==> src/sbch_regs.vh <==
`ifndef SBCH_REGS_VH
`define SBCH_REGS_VH

// Session opener and operation command codes
`define SBCH_BAUD_CODE      8'h86
`define SBCH_CMD_RAM        8'h10
`define SBCH_CMD_SUM        8'h20
`define SBCH_CMD_INFO       8'h30
`define SBCH_CMD_ERASE      8'h40
`define SBCH_CMD_PROG       8'h50
`define SBCH_CMD_PROT       8'h60

// Error acknowledge low nibbles; high nibble is the preceding command's for a rejected command byte, the current command's for a later checksum error
`define SBCH_ERR_CMD        4'h1
`define SBCH_ERR_NOERASE    4'h4
`define SBCH_ERR_PROT       4'h6
`define SBCH_ERR_RX         4'h8

// Status acknowledge bytes
`define SBCH_ERASE_OK       8'h4f
`define SBCH_ERASE_FAIL     8'h4c
`define SBCH_PROT_OK        8'h6f
`define SBCH_PROT_FAIL      8'h6c
`define SBCH_PROT_FIN_OK    8'h31
`define SBCH_PROT_FIN_FAIL  8'h34

// Flash and RAM address map
`define SBCH_PW_BASE        24'h04fef4
`define SBCH_PW_LAST        5'h0b
`define SBCH_INFO_BASE      24'h04fef0
`define SBCH_INFO_LAST      5'h03
`define SBCH_FLASH_BASE     24'h010000
`define SBCH_FLASH_BYTES    262144
`define SBCH_RAM_LO         33'h000001000
`define SBCH_RAM_HI         33'h000004dff
`define SBCH_HDR_LAST       5'h05

`endif

==> src/sbch_boot_handler.v <==
`timescale 1ns/1ps
`default_nettype none
`include "sbch_regs.vh"

module sbch_boot_handler #(
    parameter FLASH_BYTES = `SBCH_FLASH_BYTES,
    parameter TX_WIDTH    = 8
) (
    // Clock and reset
    input  wire                core_clk,
    input  wire                rst_n,
    // Boot strap pin and baud detector
    input  wire                bootModePin,
    input  wire                baudOk,
    // Received characters
    input  wire                rxValid,
    input  wire [7:0]          rxData,
    input  wire                rxError,
    output wire                rxReady,
    // Transmitted characters
    output wire                txValid,
    output wire [TX_WIDTH-1:0] txData,
    input  wire                txReady,
    // Flash read port
    output reg                 flashRdReq_reg,
    output reg  [23:0]         flashRdAddr_reg,
    input  wire                flashRdAck,
    input  wire [7:0]          flashRdData,
    // Byte write port, flash or RAM
    output reg                 wrReq_reg,
    output reg                 wrToFlash_reg,
    output reg  [31:0]         wrAddr_reg,
    output reg  [7:0]          wrData_reg,
    input  wire                wrDone,
    // Flash erase and protection
    input  wire                protActive,
    output reg                 eraseReq_reg,
    input  wire                eraseDone,
    input  wire                eraseOk,
    output reg                 protReq_reg,
    input  wire                protDone,
    input  wire                protOk,
    // Hand-off to the loaded program
    output reg                 runReq_reg,
    output reg  [31:0]         runAddr_reg
);

    localparam S_IDLE  = 5'd0;
    localparam S_BAUD  = 5'd1;
    localparam S_DEAD  = 5'd2;
    localparam S_CMD   = 5'd3;
    localparam S_PW    = 5'd4;
    localparam S_PWRD  = 5'd5;
    localparam S_PWCK  = 5'd6;
    localparam S_HDR   = 5'd7;
    localparam S_HDRCK = 5'd8;
    localparam S_DATA  = 5'd9;
    localparam S_WR    = 5'd10;
    localparam S_DCK   = 5'd11;
    localparam S_ERASE = 5'd12;
    localparam S_PROT  = 5'd13;
    localparam S_SUM   = 5'd14;
    localparam S_INFO  = 5'd15;
    localparam S_RUN   = 5'd16;
    localparam S_TAIL  = 5'd17;

    localparam [31:0] SUM_LAST_W = FLASH_BYTES - 1;
    localparam [18:0] SUM_LAST   = SUM_LAST_W[18:0];

    function [7:0] errAck;
        input [3:0] hi;
        input [3:0] lo;
        begin
            errAck = {hi, lo};
        end
    endfunction

    reg        bootMeta_reg;
    reg        bootSync_reg;
    reg [4:0]  state_reg;
    reg        sendPend_reg;
    reg [7:0]  sendByte_reg;
    reg [7:0]  cmd_reg;
    reg [3:0]  lastHi_reg;
    reg        erased_reg;
    reg [18:0] cnt_reg;
    reg [15:0] sum_reg;
    reg        rxErr_reg;
    reg        pwBad_reg;
    reg [31:0] addr_reg;
    reg [15:0] len_reg;
    reg [7:0]  byte_reg;

    // Two-entry transmit buffer
    reg [TX_WIDTH-1:0] txMem [0:1];
    reg                txWp_reg;
    reg                txRp_reg;
    reg [1:0]          txCnt_reg;

    wire       rxWant  = (state_reg == S_BAUD) || (state_reg == S_CMD) ||
                         (state_reg == S_PW) || (state_reg == S_PWCK) ||
                         (state_reg == S_HDR) || (state_reg == S_HDRCK) ||
                         (state_reg == S_DATA) || (state_reg == S_DCK);
    wire       busy    = sendPend_reg;
    wire       take    = rxValid && rxReady;
    wire       push    = sendPend_reg && (txCnt_reg != 2'd2);
    wire       pop     = txValid && txReady;
    wire [7:0] ckSum   = sum_reg[7:0] + rxData;
    wire       ckErr   = rxErr_reg || rxError;
    wire [32:0] ramEnd = {1'b0, addr_reg} + {17'h00000, len_reg} - 33'h000000001;
    wire       ramFits = (len_reg != 16'h0000) && ({1'b0, addr_reg} >= `SBCH_RAM_LO) &&
                         (ramEnd <= `SBCH_RAM_HI);

    // Byte-wide receive; the FSM stalls input while an answer is pending
    assign rxReady = rxWant && !busy;
    assign txValid = (txCnt_reg != 2'd0);
    assign txData  = txMem[txRp_reg];

    always @(posedge core_clk) begin
        if (!rst_n) begin
            txWp_reg  <= 1'b0;
            txRp_reg  <= 1'b0;
            txCnt_reg <= 2'd0;
        end else begin
            if (push) begin
                txMem[txWp_reg] <= sendByte_reg[TX_WIDTH-1:0];
                txWp_reg        <= ~txWp_reg;
            end
            if (pop)
                txRp_reg <= ~txRp_reg;
            if (push && !pop)
                txCnt_reg <= txCnt_reg + 2'd1;
            else if (pop && !push)
                txCnt_reg <= txCnt_reg - 2'd1;
        end
    end

    always @(posedge core_clk) begin
        if (!rst_n) begin
            bootMeta_reg    <= 1'b0;
            bootSync_reg    <= 1'b0;
            state_reg       <= S_IDLE;
            sendPend_reg    <= 1'b0;
            sendByte_reg    <= 8'h00;
            cmd_reg         <= 8'h00;
            lastHi_reg      <= 4'h0;
            erased_reg      <= 1'b0;
            cnt_reg         <= 19'h00000;
            sum_reg         <= 16'h0000;
            rxErr_reg       <= 1'b0;
            pwBad_reg       <= 1'b0;
            addr_reg        <= 32'h00000000;
            len_reg         <= 16'h0000;
            byte_reg        <= 8'h00;
            flashRdReq_reg  <= 1'b0;
            flashRdAddr_reg <= 24'h000000;
            wrReq_reg       <= 1'b0;
            wrToFlash_reg   <= 1'b0;
            wrAddr_reg      <= 32'h00000000;
            wrData_reg      <= 8'h00;
            eraseReq_reg    <= 1'b0;
            protReq_reg     <= 1'b0;
            runReq_reg      <= 1'b0;
            runAddr_reg     <= 32'h00000000;
        end else begin
            bootMeta_reg <= bootModePin;
            bootSync_reg <= bootMeta_reg;
            runReq_reg   <= 1'b0;
            if (push)
                sendPend_reg <= 1'b0;
            if (!busy) begin
                case (state_reg)
                    S_IDLE: begin
                        if (bootSync_reg)
                            state_reg <= S_BAUD;
                    end
                    S_BAUD: begin
                        if (take) begin
                            if (rxData == `SBCH_BAUD_CODE && baudOk && !rxError) begin
                                sendPend_reg <= 1'b1;
                                sendByte_reg <= `SBCH_BAUD_CODE;
                                state_reg    <= S_CMD;
                            end else begin
                                state_reg <= S_DEAD;
                            end
                        end
                    end
                    S_CMD: begin
                        if (take) begin
                            sendPend_reg <= 1'b1;
                            sendByte_reg <= rxData;
                            cmd_reg      <= rxData;
                            lastHi_reg   <= rxData[7:4];
                            cnt_reg      <= 19'h00000;
                            sum_reg      <= 16'h0000;
                            rxErr_reg    <= 1'b0;
                            pwBad_reg    <= 1'b0;
                            if (rxError) begin
                                sendByte_reg <= errAck(lastHi_reg, `SBCH_ERR_RX);
                                lastHi_reg   <= lastHi_reg;
                            end else begin
                                case (rxData)
                                    `SBCH_CMD_RAM: begin
                                        if (protActive)
                                            sendByte_reg <= errAck(lastHi_reg, `SBCH_ERR_PROT);
                                        else
                                            state_reg <= S_PW;
                                    end
                                    `SBCH_CMD_PROT: state_reg <= S_PW;
                                    `SBCH_CMD_PROG: begin
                                        if (!erased_reg)
                                            sendByte_reg <= errAck(lastHi_reg, `SBCH_ERR_NOERASE);
                                        else if (protActive)
                                            sendByte_reg <= errAck(lastHi_reg, `SBCH_ERR_PROT);
                                        else
                                            state_reg <= S_HDR;
                                    end
                                    `SBCH_CMD_ERASE: begin
                                        // No password stage, so a lost password can be recovered
                                        eraseReq_reg <= 1'b1;
                                        state_reg    <= S_ERASE;
                                    end
                                    `SBCH_CMD_SUM:  state_reg <= S_SUM;
                                    `SBCH_CMD_INFO: state_reg <= S_INFO;
                                    default: begin
                                        sendByte_reg <= errAck(lastHi_reg, `SBCH_ERR_CMD);
                                        lastHi_reg   <= lastHi_reg;
                                    end
                                endcase
                            end
                        end
                    end
                    S_PW: begin
                        if (take) begin
                            sum_reg[7:0]    <= ckSum;
                            rxErr_reg       <= ckErr;
                            byte_reg        <= rxData;
                            flashRdAddr_reg <= `SBCH_PW_BASE + {5'h00, cnt_reg};
                            flashRdReq_reg  <= 1'b1;
                            state_reg       <= S_PWRD;
                        end
                    end
                    S_PWRD: begin
                        if (flashRdAck) begin
                            flashRdReq_reg <= 1'b0;
                            if (flashRdData != byte_reg)
                                pwBad_reg <= 1'b1;
                            cnt_reg   <= cnt_reg + 19'h00001;
                            state_reg <= (cnt_reg[4:0] == `SBCH_PW_LAST) ? S_PWCK : S_PW;
                        end
                    end
                    S_PWCK: begin
                        if (take) begin
                            sendPend_reg <= 1'b1;
                            state_reg    <= S_CMD;
                            cnt_reg      <= 19'h00000;
                            sum_reg      <= 16'h0000;
                            if (ckErr)
                                sendByte_reg <= errAck(lastHi_reg, `SBCH_ERR_RX);
                            else if (ckSum != 8'h00 || pwBad_reg)
                                sendByte_reg <= errAck(lastHi_reg, `SBCH_ERR_CMD);
                            else begin
                                sendByte_reg <= cmd_reg;
                                if (cmd_reg == `SBCH_CMD_PROT) begin
                                    protReq_reg <= 1'b1;
                                    state_reg   <= S_PROT;
                                end else
                                    state_reg <= S_HDR;
                            end
                        end
                    end
                    S_HDR: begin
                        if (take) begin
                            sum_reg[7:0] <= ckSum;
                            rxErr_reg    <= ckErr;
                            cnt_reg      <= cnt_reg + 19'h00001;
                            if (cnt_reg[4:0] < 5'h04)
                                addr_reg <= {addr_reg[23:0], rxData};
                            else
                                len_reg <= {len_reg[7:0], rxData};
                            if (cnt_reg[4:0] == `SBCH_HDR_LAST)
                                state_reg <= S_HDRCK;
                        end
                    end
                    S_HDRCK: begin
                        if (take) begin
                            sendPend_reg  <= 1'b1;
                            state_reg     <= S_CMD;
                            sum_reg       <= 16'h0000;
                            runAddr_reg   <= addr_reg;
                            wrAddr_reg    <= addr_reg;
                            wrToFlash_reg <= (cmd_reg == `SBCH_CMD_PROG);
                            if (ckErr)
                                sendByte_reg <= errAck(lastHi_reg, `SBCH_ERR_RX);
                            else if (ckSum != 8'h00 ||
                                     (cmd_reg == `SBCH_CMD_RAM && !ramFits))
                                sendByte_reg <= errAck(lastHi_reg, `SBCH_ERR_CMD);
                            else begin
                                // Range and evenness of a program image are the controller's duty
                                sendByte_reg <= cmd_reg;
                                state_reg    <= (len_reg == 16'h0000) ? S_DCK : S_DATA;
                            end
                        end
                    end
                    S_DATA: begin
                        if (take) begin
                            sum_reg[7:0] <= ckSum;
                            rxErr_reg    <= ckErr;
                            wrData_reg   <= rxData;
                            wrReq_reg    <= 1'b1;
                            state_reg    <= S_WR;
                        end
                    end
                    S_WR: begin
                        if (wrDone) begin
                            // Written once per erase; rewrites rely on a prior chip erase
                            wrReq_reg  <= 1'b0;
                            wrAddr_reg <= wrAddr_reg + 32'h00000001;
                            len_reg    <= len_reg - 16'h0001;
                            state_reg  <= (len_reg == 16'h0001) ? S_DCK : S_DATA;
                        end
                    end
                    S_DCK: begin
                        if (take) begin
                            sendPend_reg <= 1'b1;
                            state_reg    <= S_CMD;
                            if (ckErr)
                                sendByte_reg <= errAck(lastHi_reg, `SBCH_ERR_RX);
                            else if (ckSum != 8'h00)
                                sendByte_reg <= errAck(lastHi_reg, `SBCH_ERR_CMD);
                            else begin
                                sendByte_reg <= cmd_reg;
                                if (cmd_reg == `SBCH_CMD_RAM)
                                    state_reg <= S_RUN;
                            end
                        end
                    end
                    S_RUN: begin
                        // Last ack is already buffered; the loaded program owns the chip now
                        runReq_reg <= 1'b1;
                        state_reg  <= S_DEAD;
                    end
                    S_ERASE: begin
                        if (eraseDone) begin
                            // Flash side drops protection along with the data
                            eraseReq_reg <= 1'b0;
                            erased_reg   <= erased_reg | eraseOk;
                            sendPend_reg <= 1'b1;
                            sendByte_reg <= eraseOk ? `SBCH_ERASE_OK : `SBCH_ERASE_FAIL;
                            state_reg    <= S_CMD;
                        end
                    end
                    S_PROT: begin
                        if (protDone) begin
                            protReq_reg  <= 1'b0;
                            sendPend_reg <= 1'b1;
                            sendByte_reg <= protOk ? `SBCH_PROT_OK : `SBCH_PROT_FAIL;
                            byte_reg     <= protOk ? `SBCH_PROT_FIN_OK : `SBCH_PROT_FIN_FAIL;
                            state_reg    <= S_TAIL;
                        end
                    end
                    S_TAIL: begin
                        sendPend_reg <= 1'b1;
                        sendByte_reg <= byte_reg;
                        state_reg    <= S_CMD;
                    end
                    S_SUM: begin
                        if (!flashRdReq_reg) begin
                            flashRdAddr_reg <= `SBCH_FLASH_BASE + {5'h00, cnt_reg};
                            flashRdReq_reg  <= 1'b1;
                        end else if (flashRdAck) begin
                            flashRdReq_reg <= 1'b0;
                            sum_reg        <= sum_reg + {8'h00, flashRdData};
                            cnt_reg        <= cnt_reg + 19'h00001;
                            if (cnt_reg == SUM_LAST) begin
                                // High byte first, then low byte
                                sendPend_reg <= 1'b1;
                                sendByte_reg <= sum_reg[15:8] + {7'h00, ({1'b0, sum_reg[7:0]} +
                                                {1'b0, flashRdData}) > 9'h0ff};
                                byte_reg     <= sum_reg[7:0] + flashRdData;
                                state_reg    <= S_TAIL;
                            end
                        end
                    end
                    S_INFO: begin
                        if (!flashRdReq_reg) begin
                            flashRdAddr_reg <= `SBCH_INFO_BASE + {5'h00, cnt_reg};
                            flashRdReq_reg  <= 1'b1;
                        end else if (flashRdAck) begin
                            flashRdReq_reg <= 1'b0;
                            sendPend_reg   <= 1'b1;
                            sendByte_reg   <= flashRdData;
                            cnt_reg        <= cnt_reg + 19'h00001;
                            if (cnt_reg[4:0] == `SBCH_INFO_LAST)
                                state_reg <= S_CMD;
                        end
                    end
                    S_DEAD: state_reg <= S_DEAD;
                    default: state_reg <= S_IDLE;
                endcase
            end
        end
    end

endmodule

`default_nettype wire

==> config.mk <==
export PLATFORM = sky130hd
export DESIGN_NAME = sbch_boot_handler
export DESIGN_NICKNAME = d
export VERILOG_FILES = /design/src/sbch_boot_handler.v
export VERILOG_INCLUDE_DIRS = /design/src
export SDC_FILE = /design/constraint.sdc
export NUM_CORES = 1
export LEC_CHECK = 0
export ABC_AREA = 0
export BUFFER_PORTS_ARGS = -buffer_cell sky130_fd_sc_hd__buf_2
export CORE_ASPECT_RATIO = 0.7
export CORE_UTILIZATION = 53
export DETAILED_ROUTE_END_ITERATION = 7
export PLACE_DENSITY = 0.71
export SLEW_MARGIN = 10
export SYNTH_ARGS = -nofsm -noshare
export SYNTH_HDL_FRONTEND = slang
export SYNTH_SLANG_ARGS = --single-unit
==> constraint.sdc <==
create_clock -name core_clk -period 4.6 [get_ports core_clk]
set_input_delay 0.23 -clock core_clk [delete_from_list [all_inputs] [get_ports core_clk]]
set_output_delay 0.23 -clock core_clk [all_outputs]
set_load 0.1 [all_outputs]
== Word-level counts from Yosys, hierarchy flattened ==
Memory sizes are Yosys's and may differ from the RTL's. A register that Yosys moved wholly into a read port is not among the register bits.
Index checks and enable logic that the tools add are counted.
Word-level totals
  register bits after elaboration: 228
  memory bits (writable): 16
  input port bits: 30
  output and inout bits: 112
  word-level logic and storage cells: 341
  memories: 1
Cells by class
  add/sub/neg operators: 15
  $lt $le $gt $ge: 4
  eq/ne operators: 72
  muxes and demuxes: 138
  bitwise operators: 6
  reductions and logical operators: 76
Memory list
  txMem: depth 2, bits a word 8, rd ports 1, clocked after Yosys merged registers in 1, write ports 1, RTL line sbch_boot_handler.v:95  | reg [TX_WIDTH-1:0] txMem [0:1];
Operators with widths (number)
  two-way mux 8 bit: 28
  two-way mux 5 bit: 29
  two-way mux 16 bit: 6
  one-hot mux 5 bit (17 select lines): 1
  one-hot mux 8 bit (10 select lines): 1
  two-way mux 19 bit: 4
  one-hot mux 19 bit (4 select lines): 1
  two-way mux 24 bit: 3
  one-hot mux 24 bit (3 select lines): 1
  one-hot mux 8 bit (3 select lines): 3
  two-way mux 32 bit: 2
  one-hot mux 32 bit (2 select lines): 1
  != test 2 bit, second input constant: 27
  == test 5 x 4 -> 1 bit, second input constant: 9
  adder 19 x 19 -> 20 bit, first input constant: 2
  == test 8 x 7 -> 1 bit, second input constant: 5
  two-way mux 1 bit: 37
  adder 32 x 16 -> 33 bit: 1
  less-or-equal comparator 33 x 15 -> 1 bit, second input constant: 1
  subtractor 33 x 1 -> 33 bit, second input constant: 1
  adder 32 x 1 -> 32 bit, second input constant: 1
  greater-or-equal comparator 32 x 13 -> 1 bit, second input constant: 1
  one-hot mux 16 bit (2 select lines): 1
  one-hot mux 5 bit (6 select lines): 1
  55 further kinds: 144

== Longest topological paths before layout ==
Gate-level depths: netlist (run 1).
  depth in word-level cells: 13
  mapped depth: 17
  gate-level depth less buffers: 17

== Worst setup path before layout (run 1) ==
No wires, ideal clock.
  path type: register -> register
  start point: register len_reg[1]
  end point: register state_reg[3]
  setup time: 0.103 ns
  data arrival time: 3.419 ns
  data required time: 4.497 ns
  setup slack: 1.077 ns
  stages on the path, launching flop included: 18
  path buffers: 0
  clock period less this slack: 3.523 ns
  path through: dfxtp_1 inv_1 ha_1 inv_1 ha_1 inv_1 fa_1 nor2b_1 o31a_1 o21ai_1 a211oi_1 a2111o_1 a2111oi_2 nand4_1 or2_4 o21ai_2 nand3_1 a2111oi_2
Between the ends
  longest elaborated chain between the ends: 11
  elaborated cells between the ends (all ways): 13
  those cells by class: add/sub (2); order compare (1); mux (4); reduce/logical (6)
Ends and longest elaborated chain
  start, declared: RTL line sbch_boot_handler.v:91  | reg [15:0] len_reg;
  start signal, assigned: RTL line sbch_boot_handler.v:280  | len_reg <= {len_reg[7:0], rxData};
  start signal, assigned: RTL line sbch_boot_handler.v:319  | len_reg <= len_reg - 16'h0001;
  adder 32 x 16 -> 33 bit: RTL line sbch_boot_handler.v:110  | wire [32:0] ramEnd = {1'b0, addr_reg} + {17'h00000, len_reg} - 33'h000000001;
  subtractor 33 x 1 -> 33 bit: RTL line sbch_boot_handler.v:110
  less-or-equal comparator 33 x 15 -> 1 bit (no source line)
  logical AND 1 bit (*): RTL line sbch_boot_handler.v:111  | wire ramFits = (len_reg != 16'h0000) && ({1'b0, addr_reg} >= `SBCH_RAM_LO) &&
  logical NOT 1 bit (*): RTL line sbch_boot_handler.v:296  | (cmd_reg == `SBCH_CMD_RAM && !ramFits))
  logical AND 1 bit (*): RTL line sbch_boot_handler.v:296
  logical OR 1 bit (*): RTL line sbch_boot_handler.v:295  | else if (ckSum != 8'h00 ||
  two-way mux 4 bit (*): RTL line sbch_boot_handler.v:295
  two-way mux 4 bit (*): RTL line sbch_boot_handler.v:293  | if (ckErr)
  two-way mux 5 bit (*): RTL line sbch_boot_handler.v:286  | if (take) begin
  one-hot mux 5 bit (17 select lines) (*): RTL line sbch_boot_handler.v:172  | case (state_reg)
  end signal, assigned: RTL line sbch_boot_handler.v:249  | state_reg <= (cnt_reg[4:0] == `SBCH_PW_LAST) ? S_PWCK : S_PW;
  end signal, assigned: RTL line sbch_boot_handler.v:301  | state_reg <= (len_reg == 16'h0000) ? S_DCK : S_DATA;
  end signal, assigned: RTL line sbch_boot_handler.v:320  | state_reg <= (len_reg == 16'h0001) ? S_DCK : S_DATA;
  end, declared: RTL line sbch_boot_handler.v:80  | reg [4:0] state_reg;
Every way passes the cells marked *; elsewhere a longest branch is shown, timed or not. The select of a mux whose other input is x is not followed.
A chain may end at the register's enable or synchronous reset.

== Final worst setup path (run 1) ==
  start point: register addr_reg[9]
  end point: register sendByte_reg[7]
Between the ends
  longest elaborated chain between the ends: 11
  elaborated cells between the ends (all ways): 13
  those cells by class: add/sub (2); order compare (2); mux (4); reduce/logical (5)
Ends and longest elaborated chain
  start, declared: RTL line sbch_boot_handler.v:90  | reg [31:0] addr_reg;
  start signal, assigned: RTL line sbch_boot_handler.v:278  | addr_reg <= {addr_reg[23:0], rxData};
  adder 32 x 16 -> 33 bit: RTL line sbch_boot_handler.v:110
  subtractor 33 x 1 -> 33 bit: RTL line sbch_boot_handler.v:110
  less-or-equal comparator 33 x 15 -> 1 bit (no source line)
  logical AND 1 bit (*): RTL line sbch_boot_handler.v:111
  logical NOT 1 bit (*): RTL line sbch_boot_handler.v:296
  logical AND 1 bit (*): RTL line sbch_boot_handler.v:296
  logical OR 1 bit (*): RTL line sbch_boot_handler.v:295
  two-way mux 8 bit (*): RTL line sbch_boot_handler.v:295
  two-way mux 8 bit (*): RTL line sbch_boot_handler.v:293
  two-way mux 8 bit (*): RTL line sbch_boot_handler.v:286
  one-hot mux 8 bit (10 select lines) (*): RTL line sbch_boot_handler.v:172
  end signal, assigned: RTL line sbch_boot_handler.v:294  | sendByte_reg <= errAck(lastHi_reg, `SBCH_ERR_RX);
  end signal, assigned: RTL line sbch_boot_handler.v:297  | sendByte_reg <= errAck(lastHi_reg, `SBCH_ERR_CMD);
  end signal, assigned: RTL line sbch_boot_handler.v:300  | sendByte_reg <= cmd_reg;
  end, declared: RTL line sbch_boot_handler.v:82  | reg [7:0] sendByte_reg;
Marks and branches as above.

==> metrics.yaml, run 1 <==
final_layout:
  syn_to_final_growth_pct: 13.1
  n_fill_cell: 2628
  finalNonFillerCells: 2544
  drive_above_1_share: 0.135
  diodes: 0
  final_nets: 2270
power_and_ir_drop:
  pwr-share-seq: 0.349
  netSwitchingFraction: 0.388
  ir_drop_v: 0.000364
  p_sw_mw: 2.67
  comb_power_share: 0.337
  clock_power_share: 0.314
  intPower_mw: 4.21
  leakage_nw: 7.52
  power_density_nw_per_um2: 386
floorplanning:
  pin_count: 142
  core_um2: 29100
  die_x_um: 208
  num_rows: 52
  start_util: 0.542
  die_height_um: 146
  die-area_um2: 30400
setup_path:
  cp-start-kind: "flip-flop"
  reg2reg_to: "sendByte_reg[7]$_SDFFE_PN0P_"
  required_ns: 5.03
  worst-setup-path-type: "reg2reg"
  end_kind: "flip-flop"
  r2r_start: "addr_reg[9]$_SDFFE_PN0P_"
  worst_ep_arrival_time_ns: 4.80
  reg2reg_depth: 15
  critical_path.max_fanout: 8
  reg2reg_slack_ns: 0.23
hold_path:
  min_path_cells: 4
  hp-class: "in2reg"
  whs_endpoint: "byte_reg[2]$_SDFFE_PN0P_"
  min_from: "protOk"
timing:
  period_share: 0.950
  hold_viol_final: 0
  clock_skew_ns: 0.0193
  fin_crit_ns: 4.37
  maxSlewHeadroom: 0.339
  tightestPinTransition_ns: 0.987
  hold-worst-slack_ns: 0.0837
  drv_slew: 0
  rsz0062_at_grt: "no"
  max_freq_ghz: 0.229
  setup_viol: 0
  setup_slack_ns: 0.230
  tns_ns: 0
global_route:
  overflow: 0
  grt_usage: 0.344
  grt_pass1_vias: 14400
  grt_pass1_wl_um: 83200
  grt_max_degree: 107
  antenna_found_initial: 0
cts:
  insertion_delay_ns: 0.56
  cts_buffers: 25
  cts_sinks: 241
  cts_buffer_depth: 3
  cts_root_buf: "clkbuf_16"
  htreeDepth: 1
  path_clk_slew_ns: 0.07
  post_cts_buffers: 0
  cts_tree: "done"
synth:
  yosysTopAreaCell: "dfxtp_1"
  synth-seq-area-share: 0.316
  ys_types: 96
  avgSynthCellArea_um2: 7.75
  synth_cells: 2035
  ys_ff_latch: 241
  async_flop_share: 0
  yosysMostFrequentCell: "nor2_1"
  ys_top_cells_by_area: "dfxtp_1 29%, ha_1 7.1%, nor2_1 6.0%"
  synth_commonest_cells: "252 x nor2_1, 225 x dfxtp_1, 203 x nand2_1"
  synth_ff_type: "dfxtp_1"
  synth_edf_count: 16
  syn-cell-area_um2: 15800
  synth_top_area_share: 0.286
  yosysWarnings: 0
drt:
  avgRoutedWirePerCell_um: 21.1
  route.vias.total: 15800
  viasPerCell: 6.22
  ant_nets: 0
  drt_pre_antenna_iters: 8
  drt_iter0_drc: 1966
  drc: 0
  routed_wl_um: 53600
placement:
  placedCellCount: 2496
  gp_congestion: 0.996
  dp_worst_setup_slack_ns: 0.361
  place_hpwl_um: 39700
  io_buffer_count: 137
flow_run:
  cap_violations: 0
outcome:
  status: "complete, no violations"
-- cell type report --
class / instances / area (um^2) / area share
inverter: 118 / 448 / 0.0251
multi-input combinational: 1565 / 9920 / 0.556
clock inverter: 6 / 118 / 0.00660
tap: 378 / 473 / 0.0265
clock buffer: 39 / 738 / 0.0414
timing repair buffer: 197 / 1140 / 0.0641
sequential: 241 / 4990 / 0.280
-- critical path, stage by stage, from the launching register on --
cell and delay [ns]:
dfxtp_1 0.49, inv_1 0.08, ha_1 0.29, inv_1 0.04
ha_1 0.41, nand4_1 0.17, or3_1 0.39, or2_2 0.32
a211oi_1 0.50, nor3_1 0.12, xnor2_1 0.15, a211o_1 0.34
nor4_1 0.30, nor2_1 0.15, a2111oi_4 0.37, o31ai_1 0.13
-- placed cells by master, fill, tap and decap left out, drive strengths merged, types with 31 or more instances in the layout --
master / count
and3: 31
mux2i: 58
buf: 194
inv: 119
nand3: 63
xor2: 44
nor3: 41
a211oi: 41
nand2: 203
nor2: 253
clkbuf: 39
ha: 89
dfxtp: 225
a21oi: 177
o21ai: 104
xnor2: 35
-- worst max path at each step --
| stage | startpoint | end | slack [ns] | cells past startpoint |
|---|---|---|---|---|
| 6_report | addr_reg[9]$_SDFFE_PN0P_ | sendByte_reg[7]$_SDFFE_PN0P_ | 0.23 | 15 |
| 5_1_grt | addr_reg[11]$_SDFFE_PN0P_ | sendByte_reg[6]$_SDFFE_PN0P_ | 0.01 | 15 |
| 4_1_cts | addr_reg[13]$_SDFFE_PN0P_ | sendByte_reg[7]$_SDFFE_PN0P_ | 0.36 | 15 |
| 3_5_place_dp | addr_reg[13]$_SDFFE_PN0P_ | sendByte_reg[7]$_SDFFE_PN0P_ | 0.36 | 15 |
| 3_3_place_gp | addr_reg[9]$_SDFFE_PN0P_ | sendByte_reg[6]$_SDFFE_PN0P_ | 0.37 | 15 |
| 2_1_floorplan | len_reg[1]$_SDFFE_PN0P_ | state_reg[3]$_SDFFE_PN0P_ | 1.08 | 17 |
-- metal layers --
| layer | vias up | track usage | routed length (um) |
|---|---|---|---|
| met2 | 777 | 0.481 | 21300 |
| li1 | 7511 | - | - |
| met3 | 55 | 0.0718 | 5250 |
| met4 | 0 | 0.0593 | 717 |
| met5 | - | 0 | 0 |
| met1 | 7492 | 0.538 | 26300 |
-- through the flow --
stage / total power [mW] / util / instance area, um^2
after global routing: 7.13 / 0.613 / 17800
after global placement: 4.66 / 0.582 / 16900
final: 6.88 / 0.613 / 17800
after detailed placement: 4.68 / 0.582 / 16900
after CTS: 6.83 / 0.613 / 17800
after floorplan: 4.07 / - / 15800
-- cell families (layout without fill, tap and decap cells) --
kind of cell             Yosys count  after routing  share of synthesized area
AO/OA/AOI/OAI                    563            563                      0.237
XOR/XNOR                          79             79                     0.0439
buffers and inverters            232            360                     0.0568
flip-flops                       241            241                      0.316
other                              1              4                   0.000238
AND/OR/NAND/NOR                  760            760                      0.228
multiplexers                      67             67                     0.0433
adder cells (fa/ha/maj)           92             92                     0.0745
-- repair_timing --
action	in CTS	in global routing
hold buffers	3	0
resized for setup	0	1
hold endpoints to repair	2	0
endpoints found under the setup margin	0	1
-- power groups by stage --
stage / combinational [mW] / sequential (mW) / clock [mW]
5_1_grt: 2.47 / 2.41 / 2.25
6_report: 2.32 / 2.40 / 2.16
3_5_place_dp: 2.24 / 2.44 / 0
2_1_floorplan: 1.49 / 2.58 / 0
3_3_place_gp: 2.22 / 2.43 / 0
4_1_cts: 2.26 / 2.39 / 2.18
Note: power is estimated with default switching activity, not from simulation.
==> run 2: changes to the inputs <==
Settings changed: CORE_UTILIZATION 53 to 55, PLACE_DENSITY 0.71 to 0.74.
==> run 2 against run 1 <==
Against the previous run:
- power decreased by 3.1%
- cell count fell by 0.51%
- first-iteration DRC count down 6.4%
- worst setup slack gained 0.072 ns
- clock power shrank 9%
- sequential share of layout area up 0.20 points
- non-clock buffer count fell by 5
- largest power group unchanged
- critical path type unchanged
- critical path depth is the same
- highest routed layer is now met5
- register-to-register slack improved by 0.07 ns
==> metrics.yaml, run 2 (synthesis gave the netlist of run 1 again) <==
outcome:
  status: "complete, no violations"
final_layout:
  drive_above_1_share: 0.135  # -0.000550
  final_nets: 2264  # -0.26%
  final_common_cell: "nor2_1"
  layout_common_cells: "248 x nor2_1, 225 x dfxtp_1, 203 x nand2_1"
  n_fill_cell: 2476  # -5.8%
  diodes: 0  # unchanged
  syn_to_final_growth_pct: 12.3
global_route:
  grt_max_degree: 86  # -20%
  overflow: 0  # unchanged
  grt_pass1_wl_um: 80700  # -3.1%
  grt_usage: 0.354  # +0.00955
  antenna_found_initial: 0  # unchanged
  grt_pass1_vias: 14200  # -1.5%
setup_path:
  worst-path-buf-inv: 2  # unchanged
  critical_path.max_fanout: 6  # -2
  slowest_stage: "dfxtp_1"
  cp-start-kind: "flip-flop"
  required_ns: 5.02  # about the same
  worst_ep_arrival_time_ns: 4.72  # -0.08 ns
  path_cells: "inv_1 -> ha_1 -> inv_1 -> ha_1 -> nand2_1 -> or3_1 -> or2_2 -> a211oi_1 -> nor3_1 -> xnor2_1 -> a211o_1 -> nor4_1 -> nor2_1 -> a2111oi_4 -> o31ai_1"
  cp_slowest_stage_delay_ns: 0.53  # +0.03 ns
  end_kind: "flip-flop"
  worst-setup-path-type: "reg2reg"
  crit_family: "simple AND/OR/NAND/NOR gates"
cts:
  cts_sinks: 241  # unchanged
  htreeDepth: 1  # unchanged
  cts_buffer_depth: 3  # unchanged
  cts_buffers: 24  # -4.0%
  path_clk_slew_ns: 0.07  # about the same
  insertion_delay_ns: 0.55  # about the same
  cts_tree: "done"
  post_cts_buffers: 0  # unchanged
  cts_root_buf: "clkbuf_16"
power_and_ir_drop:
  p_sw_mw: 2.64  # -1.1%
  pwr-share-seq: 0.354  # +0.005
  intPower_mw: 4.03  # -4.3%
  leakage_nw: 7.46  # -0.70%
  netSwitchingFraction: 0.396  # +0.00776
  ir_drop_v: 0.000410  # +13%
  power_density_nw_per_um2: 377  # -2.3%
  comb_power_share: 0.351  # +0.014
  clock_power_share: 0.295  # -0.019
timing:
  rsz0062_at_grt: "no"
  maxSlewHeadroom: 0.308  # -0.0313
  clock_skew_ns: 0.0186  # -0.000666 ns
  setup_viol: 0  # unchanged
  period_share: 0.934  # -0.0156
  tightestPinTransition_ns: 1.04  # +0.0513 ns
  tns_ns: 0  # unchanged
  drv_slew: 0  # unchanged
  setup_slack_ns: 0.302  # +0.0719 ns
  fin_crit_ns: 4.30  # -0.0719 ns
  hold_viol_final: 0  # unchanged
  max_freq_ghz: 0.233  # +1.7%
flow_run:
  cap_violations: 0  # unchanged
placement:
  dp_worst_setup_slack_ns: 0.425  # +0.0635 ns
  io_buffer_count: 137  # unchanged
  place_hpwl_um: 39600  # -0.27%
  gp_congestion: 1.01  # +1.3%
hold_path:
  hp-class: "in2reg"
floorplanning:
  die-area_um2: 29400  # -3.6%
  die_height_um: 144  # -1.8%
  start_util: 0.563  # +0.0207
  pin_count: 142  # unchanged
  die_x_um: 204  # -1.8%
  num_rows: 51  # -1.9%
  core_um2: 28000  # -3.7%
drt:
  avgRoutedWirePerCell_um: 21.0  # about the same
  drt_pre_antenna_iters: 6  # -2
  route.vias.total: 15900  # +0.51%
  drt_iter0_drc: 1841  # -6.4%
  routed_wl_um: 53200  # -0.60%
  ant_nets: 0  # unchanged
  viasPerCell: 6.29  # +1.0%
  drc: 0  # unchanged
-- run 2: changes by cell type in the layout (fill, tap and decap cells not counted), moves of 2 or more --
cell / before / now
clkbuf_1: 8 / 5
bufinv_16: 3 / 1
clkinv_2: 0 / 6
dlygate4sd3_1: 3 / 1
clkbuf_8: 6 / 4
buf_4: 57 / 54
-- run 2: worst paths after layout --
check | from | endpoint | slack [ns] | depth (start not counted)
max reg2reg | addr_reg[13]$_SDFFE_PN0P_ | sendByte_reg[7]$_SDFFE_PN0P_ | 0.30 | 15
max | addr_reg[13]$_SDFFE_PN0P_ | sendByte_reg[7]$_SDFFE_PN0P_ | 0.30 | 15
min | eraseOk | erased_reg$_SDFFE_PN0P_ | 0.05 | 3
min reg2reg | wrReq_reg$_SDFFE_PN0P_ | wrReq_reg$_SDFFE_PN0P_ | 0.45 | 2
-- run 2: layout make-up --
type	count	area (um^2)	area share
Inverter	118	445	0.0252
Sequential cell	241	4980	0.282
Clock inverter	11	101	0.00573
Multi-Input combinational cell	1565	9920	0.561
Tap cell	371	464	0.0262
Clock buffer	33	674	0.0381
Timing Repair Buffer	192	1100	0.0622
-- run 2: worst register-to-register path, delay by kind of cell, from the launching register on --
| kind | cells | cell delay [ns] |
|---|---|---|
| AND/OR/NAND/NOR | 6 | 1.41 |
| AO/OA/AOI/OAI | 4 | 1.27 |
| adder cells (fa/ha/maj) | 2 | 0.67 |
| flip-flops | 1 | 0.53 |
| buffers and inverters | 2 | 0.15 |
| XOR/XNOR | 1 | 0.15 |
-- run 2: through the flow --
stage / cell area [um^2] / total power, mW / hold slack, ns / utilization / cells
2_1_floorplan: 15800 / 4.07 / 0.357 / - / 2038
3_3_place_gp: 16900 / 4.66 / 0.416 / 0.603 / 2486
3_5_place_dp: 16900 / 4.67 / 0.438 / 0.603 / 2486
4_1_cts: 17700 / 6.64 / 0.0164 / 0.631 / 2531
5_1_grt: 17700 / 6.95 / 0.0446 / 0.632 / 2531
6_report: 17700 / 6.67 / 0.0508 / 0.632 / 2531
-- run 2: power by group through the flow --
stage	clock network (mW)	logic, mW	registers, mW
global route	2.07	2.50	2.38
CTS	2.00	2.28	2.36
global placement	0	2.26	2.40
detailed placement	0	2.26	2.41
finish	1.97	2.34	2.36
floorplan	0	1.49	2.58
-- run 2: repair_timing --
item                                    in CTS  in global routing
resized for setup                            0                  1
endpoints found under the setup margin       0                  6
endpoints found under the hold margin        1                  0
hold buffers                                 1                  0
-- run 2: per-layer routing --
metal | vias up | routed length [um] | global-route usage
li1 | 7510 | - | -
met1 | 7465 | 25200 | 0.544
met2 | 835 | 20400 | 0.471
met3 | 101 | 6230 | 0.0964
met4 | 4 | 1190 | 0.0833
met5 | - | 152 | 0.0391
==> run 3: changes to the inputs <==
Settings changed: ABC_AREA 0 to 1, CORE_ASPECT_RATIO 0.7 to 1.25, CORE_UTILIZATION 55 to 46, PLACE_DENSITY 0.74 to 0.63.
==> run 3 against run 2 <==
Against the previous run:
- count of clock-buffer cells in the layout did not move
- via count rose by 2.4%
- clock power rose by 35%
- worst hold slack improved by 0.015 ns
- highest routed layer is now met4
==> metrics.yaml, run 3 <==
timing:
  hold_viol_final: 0  # unchanged
  tns_ns: 0  # unchanged
  clock_skew_ns: 0.0123  # -0.00639 ns
  period_share: 0.786  # -0.149
  hold-worst-slack_ns: 0.0662  # +0.0153 ns
  max_freq_ghz: 0.277  # +19%
  rsz0062_at_grt: "no"
  maxSlewHeadroom: 0.250  # -0.0576
  setup_slack_ns: 0.986  # +0.684 ns
  fin_crit_ns: 3.61  # -0.684 ns
  setup_viol: 0  # unchanged
  tightestPinTransition_ns: 1.12  # +0.0778 ns
  drv_slew: 0  # unchanged
setup_path:
  end_kind: "flip-flop"
  critical_path.max_fanout: 6  # unchanged
  reg2reg_depth: 22  # +7
  worst_ep_arrival_time_ns: 4.08  # -0.64 ns
  cp-start-kind: "flip-flop"
  reg2reg_to: "sendByte_reg[6]$_SDFFE_PN0P_"
  required_ns: 5.07  # +0.05 ns
  r2r_start: "len_reg[11]$_SDFFE_PN0P_"
  reg2reg_slack_ns: 0.99  # +0.68 ns
  worst-setup-path-type: "reg2reg"
synth:
  ys_ff_latch: 241  # unchanged
  yosysMostFrequentCell: "nand2_1"
  synth-seq-area-share: 0.315  # -0.00152
  synth_ff_type: "dfxtp_1"
  async_flop_share: 0  # unchanged
  synth_cells: 2394  # +18%
  ys_types: 61  # -36%
  yosysTopAreaCell: "dfxtp_1"
  syn-cell-area_um2: 15800  # +0.48%
  ys_top_cells_by_area: "dfxtp_1 28%, nand2_1 11%, inv_1 8.4%"
  avgSynthCellArea_um2: 6.62  # -15%
  synth_commonest_cells: "456 x nand2_1, 354 x inv_1, 268 x nor2_1"
  synth_top_area_share: 0.284  # -0.00138
  synth_edf_count: 16  # unchanged
  yosysWarnings: 0  # unchanged
drt:
  route.vias.total: 16300  # +2.4%
  avgRoutedWirePerCell_um: 18.1  # -14%
  viasPerCell: 5.53  # -12%
  drt_iter0_drc: 1037  # -44%
  drc: 0  # unchanged
  ant_nets: 0  # unchanged
  routed_wl_um: 53300  # +0.19%
  drt_pre_antenna_iters: 5  # -1
placement:
  io_buffer_count: 137  # unchanged
  place_hpwl_um: 40800  # +3.0%
  dp_worst_setup_slack_ns: 1.04  # +0.611 ns
  gp_congestion: 0.984  # -2.4%
  placedCellCount: 2894  # +16%
  placed_cell_area_um2: 16900  # -0.21%
cts:
  cts_tree: "done"
  path_clk_slew_ns: 0.06  # about the same
  cts_buffers: 27  # +13%
  insertion_delay_ns: 0.56  # about the same
  cts_root_buf: "clkbuf_16"
  cts_resized: 0  # unchanged
  cts_sinks: 241  # unchanged
  cts_buffer_depth: 3  # unchanged
  htreeDepth: 1  # unchanged
global_route:
  grt_usage: 0.300  # -0.0532
  grt_pass1_wl_um: 83600  # +3.6%
  grt_max_degree: 62  # -28%
  antenna_found_initial: 0  # unchanged
  grt_pass1_vias: 15700  # +11%
  overflow: 0  # unchanged
floorplanning:
  start_util: 0.470  # -0.0925
  die_x_um: 168  # -18%
  num_rows: 75  # +47%
  core_um2: 33700  # +20%
  die-area_um2: 35200  # +20%
  pin_count: 142  # unchanged
  die_height_um: 209  # +46%
final_layout:
  final_nets: 2626  # +16%
  fin_area_um2: 18000  # +1.7%
  postLayoutCoreUtil: 0.534  # -0.0976
  layout_common_cells: "455 x nand2_1, 353 x inv_1, 267 x nor2_1"
  finalNonFillerCells: 2948  # +16%
  drive_above_1_share: 0.102  # -0.0325
  final_common_cell: "nand2_1"
  syn_to_final_growth_pct: 13.6
  diodes: 0  # unchanged
hold_path:
  min_from: "rxData[6]"
  hp-class: "in2reg"
  whs_endpoint: "byte_reg[6]$_SDFFE_PN0P_"
  min_path_cells: 3  # unchanged
flow_run:
  cap_violations: 0  # unchanged
outcome:
  status: "complete, no violations"
power_and_ir_drop:
  ir_drop_v: 0.000256  # -38%
  leakage_nw: 8.37  # +12%
  p_total_mw: 5.30  # -21%
  power_density_nw_per_um2: 295  # -22%
-- run 3: cell count changes after synthesis, moves of 19 or more --
cell	change
nand2_1	+253
inv_1	+238
o21ai_0	+110
nand3_1	+60
mux2i_1	-58
a21oi_1	+53
clkbuf_1	-45
xnor2_1	-30
nor2b_1	-29
and3_1	-28
nand2b_1	-23
a211oi_1	-21
nand4_1	+19
-- run 3: cells by family (layout without fill, tap and decap cells) --
logic type / count (synthesis) / after routing / synth area share
compound gates: 555 / 555 / 0.193
xor+xnor: 57 / 57 / 0.0315
fa+ha+maj: 92 / 92 / 0.0741
buf+inv: 443 / 571 / 0.107
flops: 241 / 241 / 0.315
mux: 8 / 8 / 0.00569
other cells: 1 / 4 / 0.000237
simple gates: 997 / 997 / 0.273
-- run 3: report_power, final --
group,internal (mW),total [mW],switching [mW],leakage [nW]
combinational,0.117,0.494,0.377,5.89
clock,1.70,2.66,0.952,0.526
sequential,2.13,2.15,0.0234,1.96
total,3.95,5.30,1.35,8.37
-- run 3: area by class of cell --
cell class	instances	area (um^2)
Fill cell	3382	15700
Multi-Input combinational cell	1713	9180
Sequential cell	241	4980
Inverter	364	1370
Timing Repair Buffer	157	848
Clock buffer	33	739
Tap cell	423	529
Clock inverter	17	344
-- run 3: worst max-delay path by stage --
stage	from	to	slack, ns	cells after the start
3_5_place_dp	len_reg[11]$_SDFFE_PN0P_	sendByte_reg[6]$_SDFFE_PN0P_	1.04	22
2_1_floorplan	wrAddr_reg[0]$_SDFFE_PN0P_	wrAddr_reg[28]$_SDFFE_PN0P_	1.21	15
5_1_grt	addr_reg[11]$_SDFFE_PN0P_	sendByte_reg[6]$_SDFFE_PN0P_	0.70	23
6_report	len_reg[11]$_SDFFE_PN0P_	sendByte_reg[6]$_SDFFE_PN0P_	0.99	22
4_1_cts	len_reg[11]$_SDFFE_PN0P_	sendByte_reg[6]$_SDFFE_PN0P_	1.01	22
3_3_place_gp	addr_reg[11]$_SDFFE_PN0P_	sendByte_reg[6]$_SDFFE_PN0P_	1.06	23
-- run 3: repair_timing --
| item | in CTS | in global routing |
|---|---|---|
| setup endpoints to repair | 0 | 0 |
| hold buffers | 4 | 0 |
| setup buffers | 0 | 0 |
| endpoints found under the hold margin | 4 | 0 |
-- run 3: metal layers --
metal | GRT usage | wire [um] | vias up
met5 | 0 | 0 | -
met4 | 0.146 | 2430 | 0
met3 | 0.0270 | 2340 | 134
met2 | 0.543 | 26300 | 472
met1 | 0.356 | 22300 | 7533
li1 | - | - | 8158
-- run 3: worst max-delay path: stages, from the launching register on --
cell and delay [ns]:
dfxtp_1 0.41, inv_1 0.11, ha_1 0.28, inv_1 0.04
ha_1 0.36, nand2_1 0.14, nor2_1 0.32, nand3_1 0.20
nand3_1 0.20, nand2_1 0.13, nand3_1 0.09, nand2_1 0.07
nor2_1 0.13, nand3_1 0.08, nor2_1 0.12, nand3_1 0.11
nand2_1 0.18, nand3_1 0.13, nand2_1 0.14, nand2_1 0.06
nand2_1 0.06, nand2_1 0.04, a21oi_1 0.12
